**config.mk**
```make
export PLATFORM = sky130hd
export DESIGN_NAME = bsc_message_framer
export DESIGN_NICKNAME = d
export VERILOG_FILES = /design/src/core/bsc_message_framer.v
export VERILOG_INCLUDE_DIRS = /design/src /design/src/core
export SDC_FILE = /design/constraint.sdc
export NUM_CORES = 1
export LEC_CHECK = 0
export BUFFER_PORTS_ARGS = -buffer_cell sky130_fd_sc_hd__buf_2
export CAP_MARGIN = 20
export CORE_UTILIZATION = 46
export CTS_CLUSTER_DIAMETER = 100
export CTS_CLUSTER_SIZE = 10
export DETAILED_ROUTE_END_ITERATION = 10
export RECOVER_POWER = 50
export SYNTH_ARGS = -nofsm -noshare
export SYNTH_HDL_FRONTEND = slang
export SYNTH_SLANG_ARGS = --single-unit
```
**constraint.sdc**
```tcl
create_clock -name REF_CLK -period 5.1 [get_ports REF_CLK]
set_input_delay 0.51 -clock REF_CLK [delete_from_list [all_inputs] [get_ports REF_CLK]]
set_output_delay 0.51 -clock REF_CLK [all_outputs]
set_load 0.02 [all_outputs]
```
**src/core/bsc_framer_defs.vh**
```
// Constants of the binary synchronous framer
`ifndef BSC_FRAMER_DEFS_VH
`define BSC_FRAMER_DEFS_VH
// ==========================================
// Line control codes
`define A_SYN 7'h16
`define A_SOH 7'h01
`define A_STX 7'h02
`define A_ETX 7'h03
`define A_ETB 7'h17
`define A_EOT 7'h04
`define A_ENQ 7'h05
`define A_ACK 7'h06
`define A_NAK 7'h15
`define E_SYN 8'h32
`define E_SOH 8'h01
`define E_STX 8'h02
`define E_ETX 8'h03
`define E_ETB 8'h26
`define E_EOT 8'h37
`define E_ENQ 8'h2D
`define E_ACK 8'h2E
`define E_NAK 8'h3D
`define C_DLE 8'h10
`define C_PAD 8'hFF
`define A_STK_BIT 5
`define E_STK_NONE 2'h0
// ==========================================
// Decoder flag positions
`define D_SYN 0
`define D_SOH 1
`define D_STX 2
`define D_ETX 3
`define D_ABR 4
`define D_ENQ 5
`define D_DLE 6
`define D_STK 7
`define D_WIDTH 8
// ==========================================
// Counts and values
`define CRC_INIT 16'h0000
`define CRC_POLY 16'hA001
`define SYNC_LAST 3'h3
`define BIT_LAST 3'h7
`define BIT_ZERO 3'h0
`define CRC_BYTES 2'h2
`define CRC_ONE 2'h1
`define CRC_NONE 2'h0
`endif

```
**src/core/bsc_message_framer.v**
```verilog
// Binary synchronous message framer with pin samplers and character decoder
`timescale 1ns/1ns
`include "bsc_framer_defs.vh"

// ==========================================
// Pin sampler
module pin_sampler (
  input wire clk,
  input wire rst,
  input wire ce,
  input wire pin,
  output reg level_q,
  output wire rise,
  output wire fall
);
  reg s1_q;
  reg s2_q;
  reg s3_q;
  wire agree = (s2_q == s3_q);
  assign rise = agree & s3_q & ~level_q;
  assign fall = agree & ~s3_q & level_q;
  always @(posedge clk or posedge rst) begin
    if (rst) begin
      s1_q <= 1'b1;
      s2_q <= 1'b1;
      s3_q <= 1'b1;
      level_q <= 1'b1;
    end else if (ce) begin
      s1_q <= pin;
      s2_q <= s1_q;
      s3_q <= s2_q;
      if (agree) begin
        level_q <= s3_q;
      end
    end
  end
endmodule // pin_sampler

// ==========================================
// Character decoder
module char_decoder (
  input wire [7:0] b,
  input wire ebc,
  output wire [`D_WIDTH-1:0] f
);
  assign f[`D_SYN] = ebc ? (b == `E_SYN) : (b[6:0] == `A_SYN);
  assign f[`D_SOH] = ebc ? (b == `E_SOH) : (b[6:0] == `A_SOH);
  assign f[`D_STX] = ebc ? (b == `E_STX) : (b[6:0] == `A_STX);
  assign f[`D_ETX] = ebc ? (b == `E_ETX || b == `E_ETB) : (b[6:0] == `A_ETX || b[6:0] == `A_ETB);
  assign f[`D_ENQ] = ebc ? (b == `E_ENQ) : (b[6:0] == `A_ENQ);
  assign f[`D_ABR] = f[`D_ENQ] | (ebc ? (b == `E_EOT || b == `E_ACK || b == `E_NAK) :
                     (b[6:0] == `A_EOT || b[6:0] == `A_ACK || b[6:0] == `A_NAK));
  assign f[`D_DLE] = (b == `C_DLE);
  assign f[`D_STK] = ebc ? (b[7:6] != `E_STK_NONE) : b[`A_STK_BIT];
endmodule // char_decoder

// ==========================================
// Framer top
// Behaviour
// - ASCII control codes decode on seven bits; escape matches all eight.
// - EBCDIC control codes decode on all eight bits.
// - Escape plus terminator-class byte is a two-byte abrupt terminator.
// - Transmit four sync characters before message bytes.
// - Sync after two syncs; syncs outside transparent text never delivered; next non-sync is data.
// - CRC starts after first SOH or STX, runs until ETX or ETB.
// - After SOH the STX is included in CRC, else CRC starts after it.
// - Transmit two CRC bytes right after ETX or ETB.
// - Receive: ETX/ETB plus two bytes into CRC; nonzero sets error.
// - Receive EOT: store it, then set ready; no CRC follows.
// - Receive ENQ, ACK, NAK exactly like EOT.
// - Transmit bad final character: long message error, then send ENQ.
// - Receive escape plus terminator class: store both, then set ready.
// - Escape then STX enters transparent text for the rest of message.
// - Transparent transmit doubles escapes except the final control escape.
// - Transparent receive drops first escape of pairs; lone controls are data.
// - After SOH, transparent-start escape and STX both enter CRC.
// - Transparent terminating escape never enters CRC; CRC as character mode.
// - Bad transparent end sends escape ENQ; received escape ENQ terminates.
// - No escape-sync fill; late memory data sets DMA error, ends message.
// - Transparent receive discards escape-sync pairs from memory and CRC.
// - CRC-16 with x16+x15+x2+1, sent as two bytes.
// - Character mode CRC covers all but sync once started.
// - ASCII character mode generates and checks odd parity in top bit.
module bsc_message_framer (
  input wire REF_CLK,
  input wire RST,
  input wire CE,
  input wire EBCDIC_SEL,
  input wire RX_MODE,
  input wire GO,
  input wire TX_CLK,
  input wire RX_CLK,
  input wire RX_DATA,
  input wire [7:0] TX_BYTE,
  input wire TX_VALID,
  input wire TX_LAST,
  output reg TX_TAKE,
  output reg TX_DATA,
  output reg [7:0] RX_BYTE,
  output reg RX_STROBE,
  output reg READY,
  output reg SYNC_FOUND,
  output reg CRC_ERR,
  output reg ODD_PARITY_FAIL_FLAG,
  output reg OVERLENGTH_ERROR_FLAG,
  output reg DMA_ERR,
  output reg TRANSPARENT
);
  localparam T_IDLE = 9'h001;
  localparam T_SYNC = 9'h002;
  localparam T_DATA = 9'h004;
  localparam T_DLE = 9'h008;
  localparam T_ENQ = 9'h010;
  localparam T_CRC1 = 9'h020;
  localparam T_CRC2 = 9'h040;
  localparam T_PAD = 9'h080;
  localparam T_FIN = 9'h100;

  reg [8:0] ts_q;
  reg [7:0] sh_q;
  reg [2:0] tbit_q;
  reg [2:0] scnt_q;
  reg [15:0] crc_q;
  reg crc_on_q;
  reg pdle_q;
  reg dle_pend_q;
  reg [7:0] sr_q;
  reg [2:0] rbit_q;
  reg have1_q;
  reg [1:0] rcrc_q;
  reg rx_arm_q;
  reg rx_pend_q;
  reg [7:0] rx_hold_q;
  reg fin_q;
  wire txc_lvl;
  wire txc_fall;
  wire rxc_lvl;
  wire rxc_rise;
  wire rxd_lvl;
  wire [`D_WIDTH-1:0] tf;
  wire [`D_WIDTH-1:0] rf;

  function [15:0] crc8;
    input [15:0] c;
    input [7:0] b;
    integer i;
    reg [15:0] x;
    begin
      x = c;
      for (i = 0; i < 8; i = i + 1) begin
        if (x[0] ^ b[i]) begin
          x = (x >> 1) ^ `CRC_POLY;
        end else begin
          x = x >> 1;
        end
      end
      crc8 = x;
    end
  endfunction

  pin_sampler u_txc (.clk(REF_CLK), .rst(RST), .ce(CE), .pin(TX_CLK), .level_q(txc_lvl), .rise(), .fall(txc_fall));
  pin_sampler u_rxc (.clk(REF_CLK), .rst(RST), .ce(CE), .pin(RX_CLK), .level_q(rxc_lvl), .rise(rxc_rise), .fall());
  pin_sampler u_rxd (.clk(REF_CLK), .rst(RST), .ce(CE), .pin(RX_DATA), .level_q(rxd_lvl), .rise(), .fall());

  wire [7:0] rb = {rxd_lvl, sr_q[7:1]};
  char_decoder u_tdec (.b(TX_BYTE), .ebc(EBCDIC_SEL), .f(tf));
  char_decoder u_rdec (.b(rb), .ebc(EBCDIC_SEL), .f(rf));

  wire par_on = ~EBCDIC_SEL & ~TRANSPARENT;
  wire [7:0] tx_out = par_on ? {~^TX_BYTE[6:0], TX_BYTE[6:0]} : TX_BYTE;
  wire [7:0] syn_out = EBCDIC_SEL ? `E_SYN : {~^`A_SYN, `A_SYN};
  wire [7:0] enq_out = EBCDIC_SEL ? `E_ENQ : {par_on & ~^`A_ENQ, `A_ENQ};
  wire tx_edge = txc_fall & (ts_q != T_IDLE);
  wire tx_load = tx_edge & (tbit_q == `BIT_LAST);
  wire rx_edge = RX_MODE & rxc_rise;
  wire rx_byte = rx_edge & SYNC_FOUND & (rbit_q == `BIT_LAST);

  // ==========================================
  // Framing engine
  always @(posedge REF_CLK or posedge RST) begin
    if (RST) begin
      ts_q <= T_IDLE;
      sh_q <= `C_PAD;
      tbit_q <= `BIT_ZERO;
      scnt_q <= `BIT_ZERO;
      crc_q <= `CRC_INIT;
      crc_on_q <= 1'b0;
      pdle_q <= 1'b0;
      dle_pend_q <= 1'b0;
      sr_q <= `C_PAD;
      rbit_q <= `BIT_ZERO;
      have1_q <= 1'b0;
      rcrc_q <= `CRC_NONE;
      rx_arm_q <= 1'b0;
      rx_pend_q <= 1'b0;
      rx_hold_q <= `C_PAD;
      fin_q <= 1'b0;
      TX_TAKE <= 1'b0;
      TX_DATA <= 1'b1;
      RX_BYTE <= `C_PAD;
      RX_STROBE <= 1'b0;
      READY <= 1'b1;
      SYNC_FOUND <= 1'b0;
      CRC_ERR <= 1'b0;
      ODD_PARITY_FAIL_FLAG <= 1'b0;
      OVERLENGTH_ERROR_FLAG <= 1'b0;
      DMA_ERR <= 1'b0;
      TRANSPARENT <= 1'b0;
    end else if (CE) begin
      TX_TAKE <= 1'b0;
      RX_STROBE <= 1'b0;
      // Second byte of a pair goes out one cycle later
      if (rx_pend_q) begin
        RX_STROBE <= 1'b1;
        RX_BYTE <= rx_hold_q;
        rx_pend_q <= 1'b0;
      end
      if (fin_q & ~rx_pend_q) begin
        READY <= 1'b1;
        fin_q <= 1'b0;
      end
      // Clears precede the error-flag sets, so those win; the earlier READY set loses
      if (GO & (RX_MODE | (ts_q == T_IDLE))) begin
        READY <= 1'b0;
        CRC_ERR <= 1'b0;
        ODD_PARITY_FAIL_FLAG <= 1'b0;
        OVERLENGTH_ERROR_FLAG <= 1'b0;
        DMA_ERR <= 1'b0;
        if (RX_MODE) begin
          rx_arm_q <= 1'b1;
        end else begin
          ts_q <= T_SYNC;
          tbit_q <= `BIT_LAST;
          sh_q <= `C_PAD;
          scnt_q <= `BIT_ZERO;
          crc_q <= `CRC_INIT;
          crc_on_q <= 1'b0;
          pdle_q <= 1'b0;
          dle_pend_q <= 1'b0;
          TRANSPARENT <= 1'b0;
        end
      end
      // ==========================================
      // Transmit serialiser, data changes on falling clock
      if (tx_edge) begin
        TX_DATA <= sh_q[0];
        tbit_q <= tbit_q + 3'h1;
        sh_q <= {1'b1, sh_q[7:1]};
      end
      if (tx_load) begin
        case (ts_q)
          T_SYNC: begin
            sh_q <= syn_out;
            scnt_q <= scnt_q + 3'h1;
            if (scnt_q == `SYNC_LAST) begin
              ts_q <= T_DATA;
            end
          end
          T_DATA: begin
            if (dle_pend_q & ~(TX_VALID & TX_LAST)) begin
              sh_q <= `C_DLE;
              crc_q <= crc8(crc_q, `C_DLE);
              dle_pend_q <= 1'b0;
            end else if (~TX_VALID) begin
              DMA_ERR <= 1'b1;
              sh_q <= TRANSPARENT ? `C_DLE : enq_out;
              ts_q <= TRANSPARENT ? T_ENQ : T_PAD;
            end else begin
              TX_TAKE <= 1'b1;
              sh_q <= tx_out;
              if (TRANSPARENT) begin
                if (dle_pend_q) begin
                  dle_pend_q <= 1'b0;
                  if (tf[`D_ETX]) begin
                    crc_q <= crc8(crc_q, tx_out);
                    ts_q <= T_CRC1;
                  end else if (tf[`D_ENQ]) begin
                    ts_q <= T_PAD;
                  end else begin
                    OVERLENGTH_ERROR_FLAG <= 1'b1;
                    ts_q <= T_DLE;
                  end
                end else if (tf[`D_DLE] & ~TX_LAST) begin
                  dle_pend_q <= 1'b1;
                end else begin
                  crc_q <= crc8(crc_q, tx_out);
                  if (TX_LAST) begin
                    OVERLENGTH_ERROR_FLAG <= 1'b1;
                    ts_q <= T_DLE;
                  end
                end
              end else begin
                if (crc_on_q & ~tf[`D_SYN]) begin
                  crc_q <= crc8(crc_q, tx_out);
                end
                if (~crc_on_q & (tf[`D_SOH] | tf[`D_STX])) begin
                  crc_on_q <= 1'b1;
                end
                pdle_q <= tf[`D_DLE];
                if (pdle_q & tf[`D_STX]) begin
                  TRANSPARENT <= 1'b1;
                end
                if (TX_LAST) begin
                  if (tf[`D_ETX]) begin
                    ts_q <= T_CRC1;
                  end else if (tf[`D_ABR] | (pdle_q & tf[`D_STK])) begin
                    ts_q <= T_PAD;
                  end else begin
                    OVERLENGTH_ERROR_FLAG <= 1'b1;
                    ts_q <= T_ENQ;
                  end
                end
              end
            end
          end
          T_DLE: begin
            sh_q <= `C_DLE;
            ts_q <= T_ENQ;
          end
          T_ENQ: begin
            sh_q <= enq_out;
            ts_q <= T_PAD;
          end
          T_CRC1: begin
            sh_q <= crc_q[7:0];
            ts_q <= T_CRC2;
          end
          T_CRC2: begin
            sh_q <= crc_q[15:8];
            ts_q <= T_PAD;
          end
          T_PAD: begin
            sh_q <= `C_PAD;
            TRANSPARENT <= 1'b0;
            ts_q <= T_FIN;
          end
          T_FIN: begin
            fin_q <= 1'b1;
            ts_q <= T_IDLE;
          end
          default: begin
            ts_q <= T_IDLE;
          end
        endcase
      end
      // ==========================================
      // Receive deserialiser, sampled on rising clock
      if (~RX_MODE) begin
        SYNC_FOUND <= 1'b0;
        have1_q <= 1'b0;
      end
      if (rx_edge) begin
        sr_q <= rb;
        rbit_q <= rbit_q + 3'h1;
        if (~SYNC_FOUND) begin
          if (rf[`D_SYN]) begin
            rbit_q <= `BIT_ZERO;
            have1_q <= 1'b1;
            if (have1_q & (rbit_q == `BIT_LAST)) begin
              SYNC_FOUND <= 1'b1;
              crc_q <= `CRC_INIT;
              crc_on_q <= 1'b0;
              pdle_q <= 1'b0;
              rcrc_q <= `CRC_NONE;
              TRANSPARENT <= 1'b0;
            end
          end else if (rbit_q == `BIT_LAST) begin
            have1_q <= 1'b0;
          end
        end
      end
      if (rx_byte) begin
        if (par_on & (rcrc_q == `CRC_NONE) & ~^rb) begin
          ODD_PARITY_FAIL_FLAG <= 1'b1;
        end
        if (rcrc_q != `CRC_NONE) begin
          crc_q <= crc8(crc_q, rb);
          rcrc_q <= rcrc_q - 2'h1;
          if (rcrc_q == `CRC_ONE) begin
            if (crc8(crc_q, rb) != `CRC_INIT) begin
              CRC_ERR <= 1'b1;
            end
            SYNC_FOUND <= 1'b0;
            have1_q <= 1'b0;
            fin_q <= 1'b1;
            rx_arm_q <= 1'b0;
          end
        end else if (TRANSPARENT) begin
          if (pdle_q) begin
            pdle_q <= 1'b0;
            if (~rf[`D_SYN]) begin
              RX_STROBE <= rx_arm_q;
              RX_BYTE <= `C_DLE;
              DMA_ERR <= DMA_ERR | ~rx_arm_q;
              if (rf[`D_DLE]) begin
                crc_q <= crc8(crc_q, `C_DLE);
              end else begin
                rx_pend_q <= rx_arm_q;
                rx_hold_q <= rb;
                if (~rf[`D_ENQ]) begin
                  crc_q <= crc8(crc_q, rb);
                end
                if (rf[`D_ETX]) begin
                  rcrc_q <= `CRC_BYTES;
                  TRANSPARENT <= 1'b0;
                end
                if (rf[`D_ENQ]) begin
                  TRANSPARENT <= 1'b0;
                  SYNC_FOUND <= 1'b0;
                  have1_q <= 1'b0;
                  fin_q <= 1'b1;
                  rx_arm_q <= 1'b0;
                end
              end
            end
          end else if (rf[`D_DLE]) begin
            pdle_q <= 1'b1;
          end else begin
            RX_STROBE <= rx_arm_q;
            RX_BYTE <= rb;
            DMA_ERR <= DMA_ERR | ~rx_arm_q;
            crc_q <= crc8(crc_q, rb);
          end
        end else if (~rf[`D_SYN]) begin
          // Unarmed buffer: byte lost and flagged
          RX_STROBE <= rx_arm_q;
          RX_BYTE <= rb;
          DMA_ERR <= DMA_ERR | ~rx_arm_q;
          if (crc_on_q) begin
            crc_q <= crc8(crc_q, rb);
          end
          if (~crc_on_q & (rf[`D_SOH] | rf[`D_STX])) begin
            crc_on_q <= 1'b1;
          end
          pdle_q <= rf[`D_DLE];
          if (pdle_q & rf[`D_STX]) begin
            TRANSPARENT <= 1'b1;
          end
          if (rf[`D_ETX]) begin
            rcrc_q <= `CRC_BYTES;
          end
          if (rf[`D_ABR] | (pdle_q & rf[`D_STK])) begin
            SYNC_FOUND <= 1'b0;
            have1_q <= 1'b0;
            fin_q <= 1'b1;
            rx_arm_q <= 1'b0;
          end
        end
      end
    end
  end
endmodule // bsc_message_framer

```
; Yosys cells after proc, flatten, opt, wreduce, memory -nomap -nowiden
; Index checks and enable logic that the tools add are counted.
[op_classes]
n_eq_ne = 56
muxes = 772
reduce_logical = 30
div = 0
n_bitwise = 175
multipliers = 0
order_cmp = 0
shift = 0
n_addsub = 4
[ops]
columns = cell, count
row1 = 16-bit two-way mux, 529
row2 = 2-bit inverter with 3-bit output, 71
row3 = 1-bit two-way mux, 185
row4 = 8-bit two-way mux, 22
row5 = 9-bit two-way mux, 11
row6 = 8-bit by 6-bit == test with 1-bit output (second input constant), 12
row7 = 1-bit XOR, 58
row8 = 8-bit case mux with 7 select lines, 1
row9 = 9-bit case mux with 6 select lines, 1
row10 = 7-bit by 3-bit == test with 1-bit output (second input constant), 6
row11 = 7-bit by 5-bit == test with 1-bit output (second input constant), 6
row12 = 8-bit by 2-bit == test with 1-bit output (second input constant), 4
row13 = 7-bit by 2-bit == test with 1-bit output (second input constant), 4
row14 = 3-bit two-way mux, 9
row15 = 1-bit AND, 25
row16 = 2-bit two-way mux, 12
row17 = 8-bit by 1-bit == test with 1-bit output (second input constant), 2
row18 = 8-bit by 5-bit == test with 1-bit output (second input constant), 2
row19 = 16-bit nonzero test, 1
row20 = 7-bit by 1-bit == test with 1-bit output (second input constant), 2
row21 = 1-bit inverter, 13
row22 = 1-bit logical OR, 12
row23 = 2-bit AND reduction, 6
row24 = 2-bit nonzero test, 5
row25 = 26 further kinds, 38
[word_totals]
latch_bits = 0
mem_bits_ro = 0
n_memories = 0
mem_bits_rw = 0
in_bits = 19
output_inout_bits = 18
ff_bits = 97
elab_cells = 1076

; Depth between registers and ports, before layout
[logic_depth]
word_depth = 93
mapped_depth = 13
ltp_nobuf = 11

; Hierarchy
; A second synthesis with hierarchy kept.
[unflattened]
hier_cells = 869
area_unflattened_um2 = 7470.9
[modules_own_cells]
columns = module, area_each_um2, seq_area_each_um2, n_inst, cells_per_inst
row1 = bsc_message_framer, 6251.0, 2144.6, 1, 731
row2 = pin_sampler, 203.9, 105.1, 3, 18
row3 = char_decoder, 304.0, 0.0, 2, 42

; Worst setup path after synthesis
; OpenSTA, ideal clock, no wires.
[synth_path]
kind = reg2reg
from = reg sr_q[3]
to = reg rx_hold_q[0]
arrival_ns = 2.906
path_buffers = 2
path_stages_with_launch = 10
t_required_ns = 5.018
synth_period_minus_slack_ns = 2.988
path_slack_ns = 2.112
path_cell_list = dfstp_2 > clkbuf_1 > inv_1 > ha_1 > and4_1 > o21ai_0 > clkbuf_1 > nand4_1 > nor3_2 > mux2_2
[synth_between]
elab_chain_cells = 4
word_cells_on_any_way = 7
cone_classes = 3 x eq/ne / 1 x mux / 2 x bitwise / 1 x reduce/logical
[synth_lines]
columns = element, line
row1 = from (decl), bsc_message_framer.v:127  ; reg [7:0] sr_q;
row2 = from (signal assigned), bsc_message_framer.v:190  ; sr_q <= `C_PAD;
row3 = from (signal assigned), bsc_message_framer.v:353  ; sr_q <= rb;
row4 = 8-bit by 6-bit == test with 1-bit output (no source line) / 7-bit by 5-bit == test with 1-bit output (equally long branches), --
row5 = 1-bit two-way mux, bsc_message_framer.v:46  ; assign f[`D_SYN] = ebc ? (b == `E_SYN) : (b[6:0] == `A_SYN);
row6 = 1-bit inverter (no source line), --
row7 = 7-bit AND reduction (no source line) *, --
row8 = to (signal assigned), bsc_message_framer.v:196  ; rx_hold_q <= `C_PAD;
row9 = to (signal assigned), bsc_message_framer.v:399  ; rx_hold_q <= rb;
row10 = to (decl), bsc_message_framer.v:133  ; reg [7:0] rx_hold_q;
; Every way passes the cells marked *; elsewhere a longest branch is shown, timed or not.
; A chain may end at the register's enable or synchronous reset.

==> impl_results.md <==
- Met3 GRT Util: 0.0446
- Post-synthesis sequential area ratio: 0.350
- FP Rows: 44
- 1st-pass router iterations: 8
- Final Wtd Congestion: approximately 0.95
- VDD IR max: roughly 0.00023 V
- Met1 usage: 0.382
- Leakage power: 3.04 nW
- Switching share of power: 0.404
- Max H-tree Level: 3
- Pin count of the biggest net entering global routing: 67
- Fillers: 1402
- Worst R2R End: crc_q[13]$_DFFE_PP0P_
- DRT iter0 DRCs: around 750
- Yosys Warn Count: 0
- Grt peak-use layer: met2
- Setup violations, final: 0
- Async SR Flop Fraction: 1.00
- Die width: 126 um
- Post-synthesis simple-gate area fraction: 0.195
- Hold Path Origin: RX_CLK
- Via count: around 6500
- Least-Margin Pin Slew: 2.91 ns
- Number of diodes: 0
- Clock power frac: 0.230
- Post-synthesis mux area share: 0.0253
- Setup TNS: 0 ns
- Slew headroom: -0.941
- Primary FF master, synth: dfrtp_1
- Drt drc: 3
- Crit path required time: around 5.3 ns
- FF-to-FF path depth: 10
- Core Area: about 0.015 mm^2
- CP max FO: 66
- RSZ-0062 raised after global routing: no
- Netlist cell types: 79
- Max-slew violations: 130
- Die area: 0.0158 mm^2
- Critical Path Sink: DMA_ERR$_DFFE_PP0P_
- Port Buf Inserts: 36
- Global route total overflow: 0
- Flops & latches, synth: 96
- Hold Vio Cnt, Final: 0
- Post-CTS sizing: 0
- First-pass GRT wire length: 34.6 mm
- Post-DP HPWL: 15.8 mm
- Initial Util: 0.478
- Hold buffers post-CTS: 0
- Nets: 872
- WL per Instance: 21.3 um
- Worst path arrival time: 4.20 ns
- Initial antenna violation count: 0
- Worst-skew pair later-pin latency: 0.36 ns
- Clk sinks: 96
- Number of global-route vias before repair: 6314
- Top Ports: 37
- Worst r2r src: sr_q[7]$_DFFE_PP1P_
- Reg2reg setup slack: 1.51 ns
- Total GRT Usage: 0.280
- Mapped Avg Cell Area: ~8.6 um^2
- Post-Synth Adder-Cell Area: 0.0552
- Final setup skew: 0.0111 ns
- CTS tree: yes
- Post-synth EDFFs: 0
- Area Overhead vs Synth: 7.85%
- Failing checks: design-rule violations, max-capacitance violations, max-slew violations
- Clock slew at reported path FFs: about 0.08 ns
- Main combinational cell family by area after synthesis: compound AO/OA/AOI/OAI gates
- Outcome: complete, but fails checks
- Hold WC Path Type: primary input to flip-flop
- CP Launch Point: CE
- Max Clk Rate: 252 MHz
- Net count after synthesis: 870
- Cell Area, Synth: roughly 0.0070 mm^2
- Setup Buffers After CTS: 0
- Hold slack: about 0.38 ns
- Max Cap Violations: 2
- Clock buffers created by TritonCTS: 9
- Post-synthesis compound-gate area fraction: 0.239
- Ratio of cells with drive above 1 in the final layout: 0.157
- Period utilisation layout: 0.778
- Sequential power share: 0.365
- Root Driver: clkbuf_16
- CP startpoint kind: primary input
- Comb pwr share: 0.404
- Critical path class: primary input to flip-flop
- NetSw: 1.29 mW
- Gate Count Post-Synth: 820
- Slack of the critical path: 1.13 ns
- Grt met2 use: 0.443
- Fin crit period: slightly below 4 ns
- CP endpoint kind: flip-flop
- Die Span Y: 126 um
- Routed Antenna Nets: 0
- Clock buffer depth: 2
- P_int: between 1.5 and 2 mW
- Place WS: ~1.6 ns
- DR vias/cell: 6.41
- Detailed Route WL: about 22 mm
- Cell Pwr Density: around 420 mW/mm^2
- Xor/xnor cell area share of the yosys netlist: 0.0899
-- power groups by stage --
stage	combinational, mW	clock, mW	sequential, mW
after floorplan	1.11	0	1.05
after global placement	1.27	0	1.17
after detailed placement	1.28	0	1.18
after CTS	1.29	0.752	1.17
after global routing	1.43	0.782	1.19
final	1.30	0.738	1.17
-- cell type report --
cell class | instances | area (um^2) | area share
Sequential cell | 96 | 2460 | 0.324
Inverter | 29 | 110 | 0.0145
Timing Repair Buffer | 42 | 211 | 0.0279
Clock inverter | 7 | 95.1 | 0.0125
Tap cell | 184 | 230 | 0.0304
Clock buffer | 9 | 225 | 0.0297
Multi-Input combinational cell | 644 | 4250 | 0.561
-- metrics by stage --
stage | utilization | cells | area [um^2] | power (mW)
global route | 0.516 | 1011 | 7580 | 3.40
floorplan | - | 820 | 7030 | 2.15
finish | 0.516 | 1011 | 7580 | 3.20
CTS | 0.516 | 1009 | 7580 | 3.21
global placement | 0.494 | 993 | 7260 | 2.44
detailed placement | 0.494 | 993 | 7260 | 2.46
-- how the worst min path moves through the flow --
stage	depth (start not counted)	slack, ns	endpoint
floorplan	2	0.45	rbit_q[1]$_DFFE_PP0P_
global placement	2	0.47	u_rxc.level_q$_DFFE_PP1P_
detailed placement	2	0.47	u_rxc.level_q$_DFFE_PP1P_
CTS	2	0.34	rbit_q[0]$_DFFE_PP0P_
global route	2	0.38	u_rxd.s1_q$_DFFE_PP1P_
finish	2	0.38	u_rxc.s1_q$_DFFE_PP1P_
-- worst max-delay path: stages --
cell,delay [ns]
buf_2,0.08
clkbuf_1,2.05
o211ai_1,0.93
a221oi_1,0.51
nor2_1,0.09
-- cells in the final DEF, fill, tap and decap left out, drive strengths merged, types with 6 or more instances in the layout --
cell and instances:
inv 31, nor2b 8, clkbuf 17, ha 31, a22o 14, buf 34
o31ai 8, nand3 30, dfrtp 50, a22oi 12, xor2 17, xnor2 43
o21ai 81, o22ai 14, a21oi 47, o211ai 7, and2 6, nor2 65
nand2b 6, a221oi 10, nor3 19, nand4 8, dfstp 46, mux2 14
nand2 93, a31oi 14
-- registers in the layout (all words and copies together) (netlist names), 7 cells and up --
name	flops
crc_q	16
sr_q	7
rx_hold_q	8
sh_q	8
ts_q	9
RX_BYTE	8
-- synth_stat cells, types with 5 or more instances --
master / instances / area share
o22ai_1: 14 / 0.012
buf_2: 6 / 0.0043
dfrtp_1: 50 / 0.18
mux2_2: 14 / 0.022
nand3_1: 30 / 0.021
nor3_1: 17 / 0.012
and3_1: 5 / 0.0044
nor2b_1: 8 / 0.0071
inv_1: 29 / 0.015
a22o_1: 14 / 0.017
nand4_1: 8 / 0.0071
ha_1: 31 / 0.055
o22a_1: 5 / 0.0062
nor2_1: 65 / 0.035
a22oi_1: 12 / 0.013
a31oi_1: 14 / 0.012
o21ai_0: 78 / 0.056
o31ai_1: 8 / 0.0085
nand2b_1: 6 / 0.0053
o211ai_1: 7 / 0.0075
clkbuf_1: 38 / 0.020
o2111ai_1: 5 / 0.0062
xnor2_1: 42 / 0.052
and4_1: 5 / 0.0062
a21oi_1: 46 / 0.033
xor2_1: 16 / 0.020
nand2_1: 93 / 0.050
dfstp_2: 46 / 0.17
a221oi_1: 10 / 0.012
-- cell families (layout without fill, tap and decap cells) --
group / Yosys count / count (layout)
xor+xnor: 64 / 64
fa+ha+maj: 31 / 31
mux: 16 / 16
simple gates: 277 / 277
buf+inv: 80 / 87
flops: 96 / 96
compound gates: 256 / 256
-- layer usage --
layer / part of all wire / vias to the layer above
met3: 0.072 / 43
li1: - / 2997
met2: 0.45 / 288
met5: 0 / -
met4: 0.030 / 0
met1: 0.44 / 3149
No activity file was read; power rests on OpenSTA's default activity.
